==> src/record_framer_regs.svh <==
`ifndef RECORD_FRAMER_REGS_SVH
`define RECORD_FRAMER_REGS_SVH

// ============================================================
// register byte addresses
`define REG_CTRL 12'h000
`define REG_PERIOD 12'h004
`define REG_USER_FIRST 12'h008
`define REG_USER_SECOND 12'h00C
`define REG_STATUS 12'h010
`define REG_LENGTH 12'h014

// ============================================================
// control fields and reset values
`define CTRL_SNAP_BIT 0
`define CTRL_PERIODIC_BIT 1
`define CTRL_VARIANT_LSB 2
`define CTRL_VARIANT_MSB 3
`define CTRL_ENC_BIT 4
`define CTRL_EXT_BIT 5
`define CTRL_RESET 5'h00
`define USER_RESET 32'h0000_0000

// ============================================================
// record layout, in 16-bit words
`define HDR_FIRST_WORD 16'h8000
`define CORE_WORDS 20
`define DIG_WORDS_BASIC 2
`define DIG_WORDS_WIDE 4
`define TAIL_WORDS 6
`define ENC_WORDS 8
`define EXT_WORDS 4
`define REC_MAX_WORDS 42

// ============================================================
// timing
`define CLK_MHZ 250
`define PERIOD_DEFAULT_US 1000
`define PERIOD_DEFAULT_CYC (`PERIOD_DEFAULT_US * `CLK_MHZ)

`endif

==> src/record_framer_pkg.sv <==
`default_nettype none

package record_framer_pkg;

    // ============================================================
    // digital section layouts
    typedef enum logic [1:0] {
        var_basic = 2'h0,
        var_out24 = 2'h1,
        var_io24 = 2'h2
    } variant_t;

    // ============================================================
    // sender states
    typedef enum logic [3:0] {
        s_idle = 4'h1,
        s_fetch = 4'h2,
        s_latch = 4'h4,
        s_send = 4'h8
    } framer_state_t;

    // ============================================================
    // live controller status, all on clk
    typedef struct packed {
        logic running;
        logic waiting;
        logic trace;
        logic echo;
        logic [7:0] error_code;
        logic [7:0][15:0] ao;
        logic [7:0][15:0] ai_raw;
        logic [7:0][2:0] ai_range;
        logic [47:0] dout;
        logic [47:0] din;
        logic [31:0] pulse;
        logic [3:0][31:0] enc;
    } io_snapshot_t;

    typedef struct packed {
        logic ext_fitted;
        logic enc_fitted;
        variant_t variant;
        logic periodic;
    } frame_cfg_t;

    typedef struct packed {
        logic last;
        logic periodic;
        logic [7:0] data;
    } byte_beat_t;

endpackage

`default_nettype wire

==> src/record_snapshot_mem.sv <==
`default_nettype none

module record_snapshot_mem #(
    parameter int WORDS = 42,
    parameter int WIDTH = 16,
    parameter int AW = 6
) (
    // clock and reset
    input wire logic clk,
    input wire logic rst,
    // whole-record write, one cycle
    input wire logic wr_en,
    input wire logic [WORDS*WIDTH-1:0] wr_vec,
    // registered read
    input wire logic [AW-1:0] rd_addr,
    output logic [WIDTH-1:0] rd_data_q
);

    generate
        if (WORDS < 1 || WIDTH < 1 || (1 << AW) < WORDS) begin : g_bad
            $error("record_snapshot_mem: bad geometry");
        end
    endgenerate

    logic [WIDTH-1:0] mem_q [WORDS];

    // ============================================================
    // every word written in the same edge keeps the snapshot coherent
    always_ff @(posedge clk) begin
        if (wr_en) begin
            for (int i = 0; i < WORDS; i++) begin
                mem_q[i] <= wr_vec[i*WIDTH +: WIDTH];
            end
        end
    end

    wire logic in_range = 32'(rd_addr) < WORDS;

    always_ff @(posedge clk or posedge rst) begin
        if (rst) begin
            rd_data_q <= '0;
        end else begin
            rd_data_q <= in_range ? mem_q[rd_addr] : '0;
        end
    end

endmodule

`default_nettype wire

==> src/io_status_record_framer.sv <==
`include "record_framer_regs.svh"
`default_nettype none

// Functional notes
// - one query yields exactly one record
// - periodic mode emits records without further requests
// - four header bytes, then whole body
// - first header word has bit 15 set
// - header bytes 2,3 carry total length
// - sample number, error code, status byte follow
// - status bits: running, waiting, trace, echo
// - eight analog outputs, then eight analog inputs
// - 24-output variant digital section layout
// - 24-bit variant: four digital words, pulse count
// - two signed user variables follow the pulse count, before any option words
// - encoder option appends four positions
// - extended option appends four digital words
// - analog input words sent low byte first
// - user fields hold software assigned values
// - bipolar ranges two's complement, unipolar unsigned
module io_status_record_framer #(
    parameter int PERIOD_RESET = `PERIOD_DEFAULT_CYC,
    parameter int COUNT_W = 32
) (
    // clock and reset
    input wire logic clk,
    input wire logic rst,
    // apb slave
    input wire logic psel,
    input wire logic penable,
    input wire logic pwrite,
    input wire logic [11:0] paddr,
    input wire logic [31:0] pwdata,
    output logic [31:0] prdata,
    output logic pready,
    output logic pslverr,
    // live status from the controller
    input wire record_framer_pkg::io_snapshot_t live_status,
    // record byte stream
    output logic tx_valid,
    input wire logic tx_ready,
    output var record_framer_pkg::byte_beat_t tx_beat,
    output logic busy
);

    localparam int VEC_W = `REC_MAX_WORDS * 16;
    localparam int AW = 6;

    generate
        if (COUNT_W < 8 || COUNT_W > 32 || PERIOD_RESET < 1) begin : g_bad
            $error("io_status_record_framer: bad period settings");
        end
    endgenerate

    // ============================================================
    // record assembly
    function automatic logic [15:0] ai_count(input logic [15:0] raw, input logic [2:0] rng);
        // converter code is offset binary; bipolar ranges flip the sign bit
        if (rng == 3'h1 || rng == 3'h2) begin
            return {~raw[15], raw[14:0]};
        end
        return raw;
    endfunction

    function automatic int dig_words(input record_framer_pkg::variant_t v);
        return (v == record_framer_pkg::var_out24 || v == record_framer_pkg::var_io24) ?
            `DIG_WORDS_WIDE : `DIG_WORDS_BASIC;
    endfunction

    function automatic logic [7:0] rec_bytes(input record_framer_pkg::frame_cfg_t c);
        int w;
        w = `CORE_WORDS + dig_words(c.variant) + `TAIL_WORDS;
        if (c.enc_fitted) begin
            w = w + `ENC_WORDS;
        end
        if (c.ext_fitted) begin
            w = w + `EXT_WORDS;
        end
        return 8'(2 * w);
    endfunction

    function automatic logic [VEC_W-1:0] build_record(
        input record_framer_pkg::io_snapshot_t s,
        input record_framer_pkg::frame_cfg_t c,
        input logic [15:0] smp,
        input logic [31:0] u1,
        input logic [31:0] u2,
        input logic [7:0] nbytes
    );
        logic [VEC_W-1:0] v;
        logic [63:0] dig;
        logic [63:0] ext;
        logic [95:0] tail;
        logic [7:0][15:0] ai;
        logic [7:0] status;
        int off;
        status = {s.running, 4'h0, s.waiting, s.trace, s.echo};
        for (int i = 0; i < 8; i++) begin
            ai[i] = ai_count(s.ai_raw[i], s.ai_range[i]);
        end
        // word n sits at bits 16n, sent low byte first
        v = '0;
        v[319:0] = {ai, s.ao, status, s.error_code, smp, 8'h00, nbytes,
            `HDR_FIRST_WORD};
        case (c.variant)
            record_framer_pkg::var_out24: begin
                dig = {s.din[39:24], s.din[23:8], s.din[7:0], s.dout[23:16],
                    s.dout[15:0]};
            end
            record_framer_pkg::var_io24: begin
                dig = {8'h00, s.din[23:16], s.din[15:0], 8'h00, s.dout[23:16],
                    s.dout[15:0]};
            end
            default: begin
                dig = {32'h0000_0000, s.din[15:0], s.dout[15:0]};
            end
        endcase
        off = `CORE_WORDS;
        v = v | (VEC_W'(dig) << (off * 16));
        off = off + dig_words(c.variant);
        tail = {u2, u1, s.pulse};
        v = v | (VEC_W'(tail) << (off * 16));
        off = off + `TAIL_WORDS;
        if (c.enc_fitted) begin
            v = v | (VEC_W'(s.enc) << (off * 16));
            off = off + `ENC_WORDS;
        end
        ext = {8'h00, s.din[47:40], s.din[39:24], 8'h00, s.dout[47:40], s.dout[39:24]};
        if (c.ext_fitted) begin
            v = v | (VEC_W'(ext) << (off * 16));
        end
        return v;
    endfunction

    // ============================================================
    // registers
    logic [5:1] ctrl_q;
    logic [COUNT_W-1:0] period_q;
    logic [31:0] user1_q;
    logic [31:0] user2_q;
    logic [31:0] prdata_q;
    logic snap_pend_q;
    logic per_pend_q;
    logic [COUNT_W-1:0] per_cnt_q;
    logic [15:0] sample_q;
    logic [7:0] len_q;
    logic kind_q;
    logic [6:0] byte_q;
    logic [7:0] data_q;
    logic last_q;
    record_framer_pkg::framer_state_t state_q;
    record_framer_pkg::framer_state_t state_d;
    logic [15:0] rd_word;

    // ============================================================
    // apb decode
    wire logic acc = psel & penable;
    wire logic hit_ctrl = paddr == `REG_CTRL;
    wire logic hit_period = paddr == `REG_PERIOD;
    wire logic hit_user1 = paddr == `REG_USER_FIRST;
    wire logic hit_user2 = paddr == `REG_USER_SECOND;
    wire logic hit_status = paddr == `REG_STATUS;
    wire logic hit_length = paddr == `REG_LENGTH;
    wire logic hit_any = hit_ctrl | hit_period | hit_user1 | hit_user2 | hit_status | hit_length;
    wire logic wr = acc & pwrite & hit_any;
    wire logic [31:0] rd_mux =
        hit_ctrl ? {26'h0, ctrl_q, 1'h0} :
        hit_period ? 32'(period_q) :
        hit_user1 ? user1_q :
        hit_user2 ? user2_q :
        hit_status ? {sample_q, 13'h0, per_pend_q, snap_pend_q, busy} :
        hit_length ? {24'h0, len_q} : 32'h0000_0000;

    assign pready = 1'h1;
    assign pslverr = acc & ~hit_any;
    assign prdata = prdata_q;

    // ============================================================
    // request scheduling
    wire record_framer_pkg::frame_cfg_t cfg = {ctrl_q[`CTRL_EXT_BIT], ctrl_q[`CTRL_ENC_BIT],
        record_framer_pkg::variant_t'(ctrl_q[`CTRL_VARIANT_MSB:`CTRL_VARIANT_LSB]),
        ctrl_q[`CTRL_PERIODIC_BIT]};
    wire logic [COUNT_W-1:0] per_top = (period_q == '0) ? '0 : period_q - 1'b1;
    wire logic tick = cfg.periodic & (per_cnt_q >= per_top);
    wire logic start = (state_q == record_framer_pkg::s_idle) & (snap_pend_q | per_pend_q);
    wire logic snap_set = wr & hit_ctrl & pwdata[`CTRL_SNAP_BIT];
    // a new request in the serving cycle survives: set wins over clear
    wire logic snap_pend_d = snap_set | (snap_pend_q & ~start);
    wire logic per_pend_d = cfg.periodic &
        (tick | (per_pend_q & ~(start & ~snap_pend_q)));
    wire logic [7:0] rec_len = rec_bytes(cfg);
    wire logic [VEC_W-1:0] rec_vec = build_record(live_status, cfg, sample_q, user1_q,
        user2_q, rec_len);

    always_ff @(posedge clk or posedge rst) begin
        if (rst) begin
            ctrl_q <= `CTRL_RESET;
            period_q <= COUNT_W'(PERIOD_RESET);
            user1_q <= `USER_RESET;
            user2_q <= `USER_RESET;
            prdata_q <= 32'h0000_0000;
        end else begin
            if (wr & hit_ctrl) begin
                ctrl_q <= pwdata[5:1];
            end
            if (wr & hit_period) begin
                period_q <= pwdata[COUNT_W-1:0];
            end
            if (wr & hit_user1) begin
                user1_q <= pwdata;
            end
            if (wr & hit_user2) begin
                user2_q <= pwdata;
            end
            if (psel & ~penable) begin
                prdata_q <= rd_mux;
            end
        end
    end

    always_ff @(posedge clk or posedge rst) begin
        if (rst) begin
            snap_pend_q <= 1'h0;
            per_pend_q <= 1'h0;
            per_cnt_q <= '0;
        end else begin
            snap_pend_q <= snap_pend_d;
            per_pend_q <= per_pend_d;
            per_cnt_q <= (~cfg.periodic | tick) ? '0 : per_cnt_q + 1'b1;
        end
    end

    // ============================================================
    // capture: whole record written in one edge
    always_ff @(posedge clk or posedge rst) begin
        if (rst) begin
            sample_q <= 16'h0000;
            len_q <= 8'h00;
            kind_q <= 1'h0;
        end else if (start) begin
            sample_q <= sample_q + 16'h0001;
            len_q <= rec_len;
            kind_q <= ~snap_pend_q;
        end
    end

    record_snapshot_mem #(
        .WORDS(`REC_MAX_WORDS),
        .WIDTH(16),
        .AW(AW)
    ) u_mem (
        .clk(clk),
        .rst(rst),
        .wr_en(start),
        .wr_vec(rec_vec),
        .rd_addr(byte_q[6:1]),
        .rd_data_q(rd_word)
    );

    // ============================================================
    // sender: three cycles a byte, trading rate for a flopped data path
    wire logic at_last = {1'h0, byte_q} == (len_q - 8'h01);

    always_comb begin
        state_d = state_q;
        case (state_q)
            record_framer_pkg::s_idle: begin
                if (start) begin
                    state_d = record_framer_pkg::s_fetch;
                end
            end
            record_framer_pkg::s_fetch: begin
                state_d = record_framer_pkg::s_latch;
            end
            record_framer_pkg::s_latch: begin
                state_d = record_framer_pkg::s_send;
            end
            record_framer_pkg::s_send: begin
                if (tx_ready) begin
                    state_d = last_q ? record_framer_pkg::s_idle : record_framer_pkg::s_fetch;
                end
            end
            default: begin
                state_d = record_framer_pkg::s_idle;
            end
        endcase
    end

    always_ff @(posedge clk or posedge rst) begin
        if (rst) begin
            state_q <= record_framer_pkg::s_idle;
            byte_q <= 7'h00;
            data_q <= 8'h00;
            last_q <= 1'h0;
        end else begin
            state_q <= state_d;
            if (start) begin
                byte_q <= 7'h00;
            end else if (state_q == record_framer_pkg::s_send && tx_ready && !last_q) begin
                byte_q <= byte_q + 7'h01;
            end
            if (state_q == record_framer_pkg::s_latch) begin
                data_q <= byte_q[0] ? rd_word[15:8] : rd_word[7:0];
                last_q <= at_last;
            end
        end
    end

    assign tx_valid = state_q == record_framer_pkg::s_send;
    assign tx_beat = {last_q, kind_q, data_q};
    assign busy = state_q != record_framer_pkg::s_idle;

endmodule

`default_nettype wire

==> config.mk <==
export PLATFORM = sky130hd
export DESIGN_NAME = io_status_record_framer
export DESIGN_NICKNAME = d
export VERILOG_FILES = /design/src/record_framer_pkg.sv /design/src/record_snapshot_mem.sv /design/src/io_status_record_framer.sv
export VERILOG_INCLUDE_DIRS = /design/src /design/src/src
export SDC_FILE = /design/constraint.sdc
export NUM_CORES = 2
export LEC_CHECK = 0
export BUFFER_PORTS_ARGS = -buffer_cell sky130_fd_sc_hd__buf_4
export CAP_MARGIN = 10
export CORE_MARGIN = 1.5
export CORE_UTILIZATION = 30
export CTS_CLUSTER_DIAMETER = 40
export DETAILED_ROUTE_END_ITERATION = 10
export MAX_ROUTING_LAYER = met4
export SLEW_MARGIN = 20
export SYNTH_ARGS = -nofsm -noshare
export SYNTH_HDL_FRONTEND = slang
export SYNTH_SLANG_ARGS = --single-unit
==> constraint.sdc <==
create_clock -name clk -period 22.6 [get_ports clk]
set_input_delay 3.39 -clock clk [delete_from_list [all_inputs] [get_ports clk]]
set_output_delay 3.39 -clock clk [all_outputs]
set_load 0.1 [all_outputs]
==> impl_metrics.py <==
metrics = {
    "timing": {
        "timing.final.crit_share_pct": 36.2,
        "timing.clock.skew_ns": 0.0309,
        "timing.final.setup_violations": 0,
        "period_needed_ns": 8.19,
        "unrepaired_setup_endpoints_after_global_routing": "no",
        "maxSlewViolCount": 0,
        "fin_setup_tns_ns": 0,
        "max_clock_freq_mhz": 122,
        "hold_viol_final": 0,
        "max_slew.worst_pin.slew_ns": 1.30,
        "relSlewSlack_pct": 11.1,
    },
    "floorplan": {
        "design.portCount": 644,
        "floorplan.die.height_um": 373,
        "rows": 135,
        "dieArea_um2": 139000,
        "initial_utilization_pct": 30.3,
        "core_area_um2": 136000,
        "die_width_um": 373,
    },
    "route": {
        "avgRoutedWirePerCell_um": 29.7,
        "post-route-drc-count": 0,
        "dr_total_vias": 29000,
        "finalWirelength_um": 163000,
        "viasPerCell": 5.27,
        "drt_pass1_iterations": 6,
        "drtAntennaViolNets": 0,
        "dr.first_iter.drc_count": 2923,
    },
    "worst_setup_path": {
        "r2r_slack_ns": 16.48,
        "end_kind": "primary output",
        "worstPathArrival_ns": 4.80,
        "timing.setup.critical_path_class": "primary input to primary output",
        "worst_ep_required_time_ns": 19.21,
        "reg_to_reg_end": "u_mem.mem_q[4][15]$_DFFE_PP_",
        "worstPathMaxFanout": 11,
        "worstReg2RegStart": "state_q[0]$_DFFE_PP1P_",
        "crit_path_start_kind": "primary input",
        "worst_reg2reg_path_length_in_cells": 6,
    },
    "pwr": {
        "net-switching-power_uw": 963,
        "power_switching_share_pct": 23.4,
        "finalPower_mw": 4.12,
        "intPower_mw": 3.16,
        "clkPwrFrac_pct": 53.0,
        "ir_worst_vdd_mv": 0.0698,
        "share_comb_of_total_power_pct": 6.1,
        "leakagePower_nw": 20.7,
        "cell_area_power_density_nw_per_um2": 79.5,
        "power_frac_seq_pct": 40.9,
    },
    "placed_design": {
        "gp_routability_congestion": 0.925,
        "place_hpwl_um": 123000,
        "numPortBuffers": 642,
    },
    "layout": {
        "layout-drive-gt1-share_pct": 35.3,
        "multi_input_area_um2": 14900,
        "num-fill-cells": 12900,
        "postLayoutCoreUtil_pct": 38.2,
        "area_growth_from_synthesis_to_layout_pct": 26.0,
        "final_nets": 4196,
        "register_area_um2": 24400,
    },
    "synth": {
        "synthDominantAreaCellType": "edfxtp_1",
        "post_synth_most_frequent_cells": "edfxtp_1 (625), clkbuf_1 (364), nor2_1 (246), dfrtp_1 (217), nand2_1 (217)",
        "synth.yosys.warnings": 0,
        "synth.cell_area_um2": 41100,
        "yosys.cell_count.top_type": "edfxtp_1",
        "synth_seq_area_share_pct": 59.4,
        "async_flop_share_pct": 26.5,
        "synth_edf_count": 625,
        "dominantRegCellSynth": "edfxtp_1",
        "synth.avg_cell_area_um2": 13.0,
        "synthesis.nets": 3806,
        "synth_cells": 3165,
        "yosysTopAreaCellShare_pct": 45.6,
        "synthDistinctLibCells": 77,
        "synthesis_stage_register_bit_count": 850,
        "synth_area_leaders": "edfxtp_1 (46%), dfrtp_1 (13%), mux4_2 (7.0%)",
    },
    "global_routing": {
        "grt_first_pass_wirelength_um": 224000,
        "grt_usage_pct": 23.6,
        "maximum_number_of_pins_on_one_net_before_global_route_repair": 111,
        "global_route.overflow_total": 0,
        "grt_pass1_vias": 28800,
        "antenna_found_initial": 57,
    },
    "min_path": {
        "min_to": "data_q[1]$_DFFE_PP0N_",
        "hold_start": "data_q[1]$_DFFE_PP0N_",
        "worst_hold_path_type": "flop to flop",
        "hold-path-cell-count": 2,
    },
    "cts": {
        "ctsHoldBuffers": 0,
        "post_cts.resized_instances": 0,
        "buffers_from_clock_root_to_sink_at_most": 3,
        "clk-insertion-delay-late_ns": 0.76,
        "clock_sinks": 850,
        "post-cts-setup-buffers": 0,
        "cts_tree": "done",
        "numCtsBuffers": 140,
        "cts-root-buf": "clkbuf_16",
        "clkTransAtPathRegs_ns": 0.05,
        "ctsHtreeMaxLevel": 4,
    },
    "run_status": {
        "status": "finished, final reports clean",
    },
    "run": {
        "drv.max_cap_violation_count": 0,
    },
}
## logic make-up after synthesis
| group | count (synthesis) | share of synthesized area (%) |
|---|---|---|
| buf+inv | 470 | 4.53 |
| mux | 475 | 16.0 |
| other cells | 1 | 0.00912 |
| xor+xnor | 93 | 1.98 |
| compound gates | 518 | 8.67 |
| simple gates | 715 | 8.12 |
| flops | 850 | 59.4 |
| fa+ha+maj | 43 | 1.31 |
## critical path: stages
cell and delay, ns:
buf_4 0.10, or4_1 0.55, nor4_2 0.22, buf_4 0.22
a21oi_1 0.08, buf_4 0.23
## metrics by stage
stage	hold slack (ns)	cell area (um^2)	setup slack [ns]	instances
2_1_floorplan	0.459	41100	1.82	3165
3_3_place_gp	0.462	46900	14.40	5194
3_5_place_dp	0.468	46900	14.41	5194
4_1_cts	0.486	51700	14.41	5451
5_1_grt	0.494	51800	14.35	5503
6_report	0.482	51800	14.41	5507
## metal layers
layer,wire (um),vias to the layer above,GRT usage [%],part of all wire [%]
met1,63700,14800,27.8,39
met4,5820,0,8.79,3.6
met2,78500,1364,37.3,48
met3,15500,256,7.86,9.5
li1,-,12700,-,-
met5,0,-,-,0
## sequential cells by signal, summed over array words and instances, names as in the netlist, 7 cells and up
signal           cells
user1_q             32
per_cnt_q           32
user2_q             32
sample_q            16
prdata              32
u_mem.rd_data_q     16
period_q            32
data_q               8
byte_q               7
u_mem.mem_q        625
## cell usage in the layout (no fill, tap or decap), types with 13 or more instances in the layout
master,instances
a211oi_1,32
a21oi_1,82
a221oi_1,38
a22o_1,51
a22oi_1,36
a31o_2,28
and2_1,35
and3_1,19
buf_4,690
clkbuf_1,13
clkbuf_16,148
clkinv_2,13
clkinvlp_4,14
dfrtp_1,213
diode_2,56
edfxtp_1,625
ha_1,41
inv_1,22
inv_6,18
mux2_2,172
mux2i_1,166
mux4_2,128
nand2_1,215
nand2b_1,16
nand3_1,27
nand4_1,25
nor2_1,240
nor2b_1,29
nor3_1,44
o21ai_0,119
o22ai_1,41
xnor2_1,47
xor2_1,46
## area by class of cell
class | instances | area share, %
sequential | 850 | 47.1
tap | 1781 | 4.30
inverter | 27 | 0.215
multi-input combinational | 1845 | 28.8
clock inverter | 90 | 1.85
clock buffer | 167 | 7.40
timing repair buffer | 691 | 10.0
antenna | 56 | 0.270
## how the worst max path moves through the flow
stage / start / to / depth (start not counted)
6_report: paddr[6] / pslverr / 6
4_1_cts: paddr[6] / pslverr / 6
5_1_grt: paddr[6] / pslverr / 6
3_5_place_dp: paddr[6] / pslverr / 6
3_3_place_gp: paddr[6] / pslverr / 6
2_1_floorplan: state_q[0]$_DFFE_PP1P_ / len_q[2]$_DFFE_PP0P_ / 5
## power by group through the flow
stage	clock (mW)	sequential [mW]	combinational, mW
floorplan	0	1.72	0.108
finish	2.18	1.69	0.250
detailed placement	0	1.72	0.251
global route	2.28	1.69	0.265
CTS	2.22	1.69	0.252
global placement	0	1.72	0.249
Note: power is estimated with default switching activity, not from simulation.
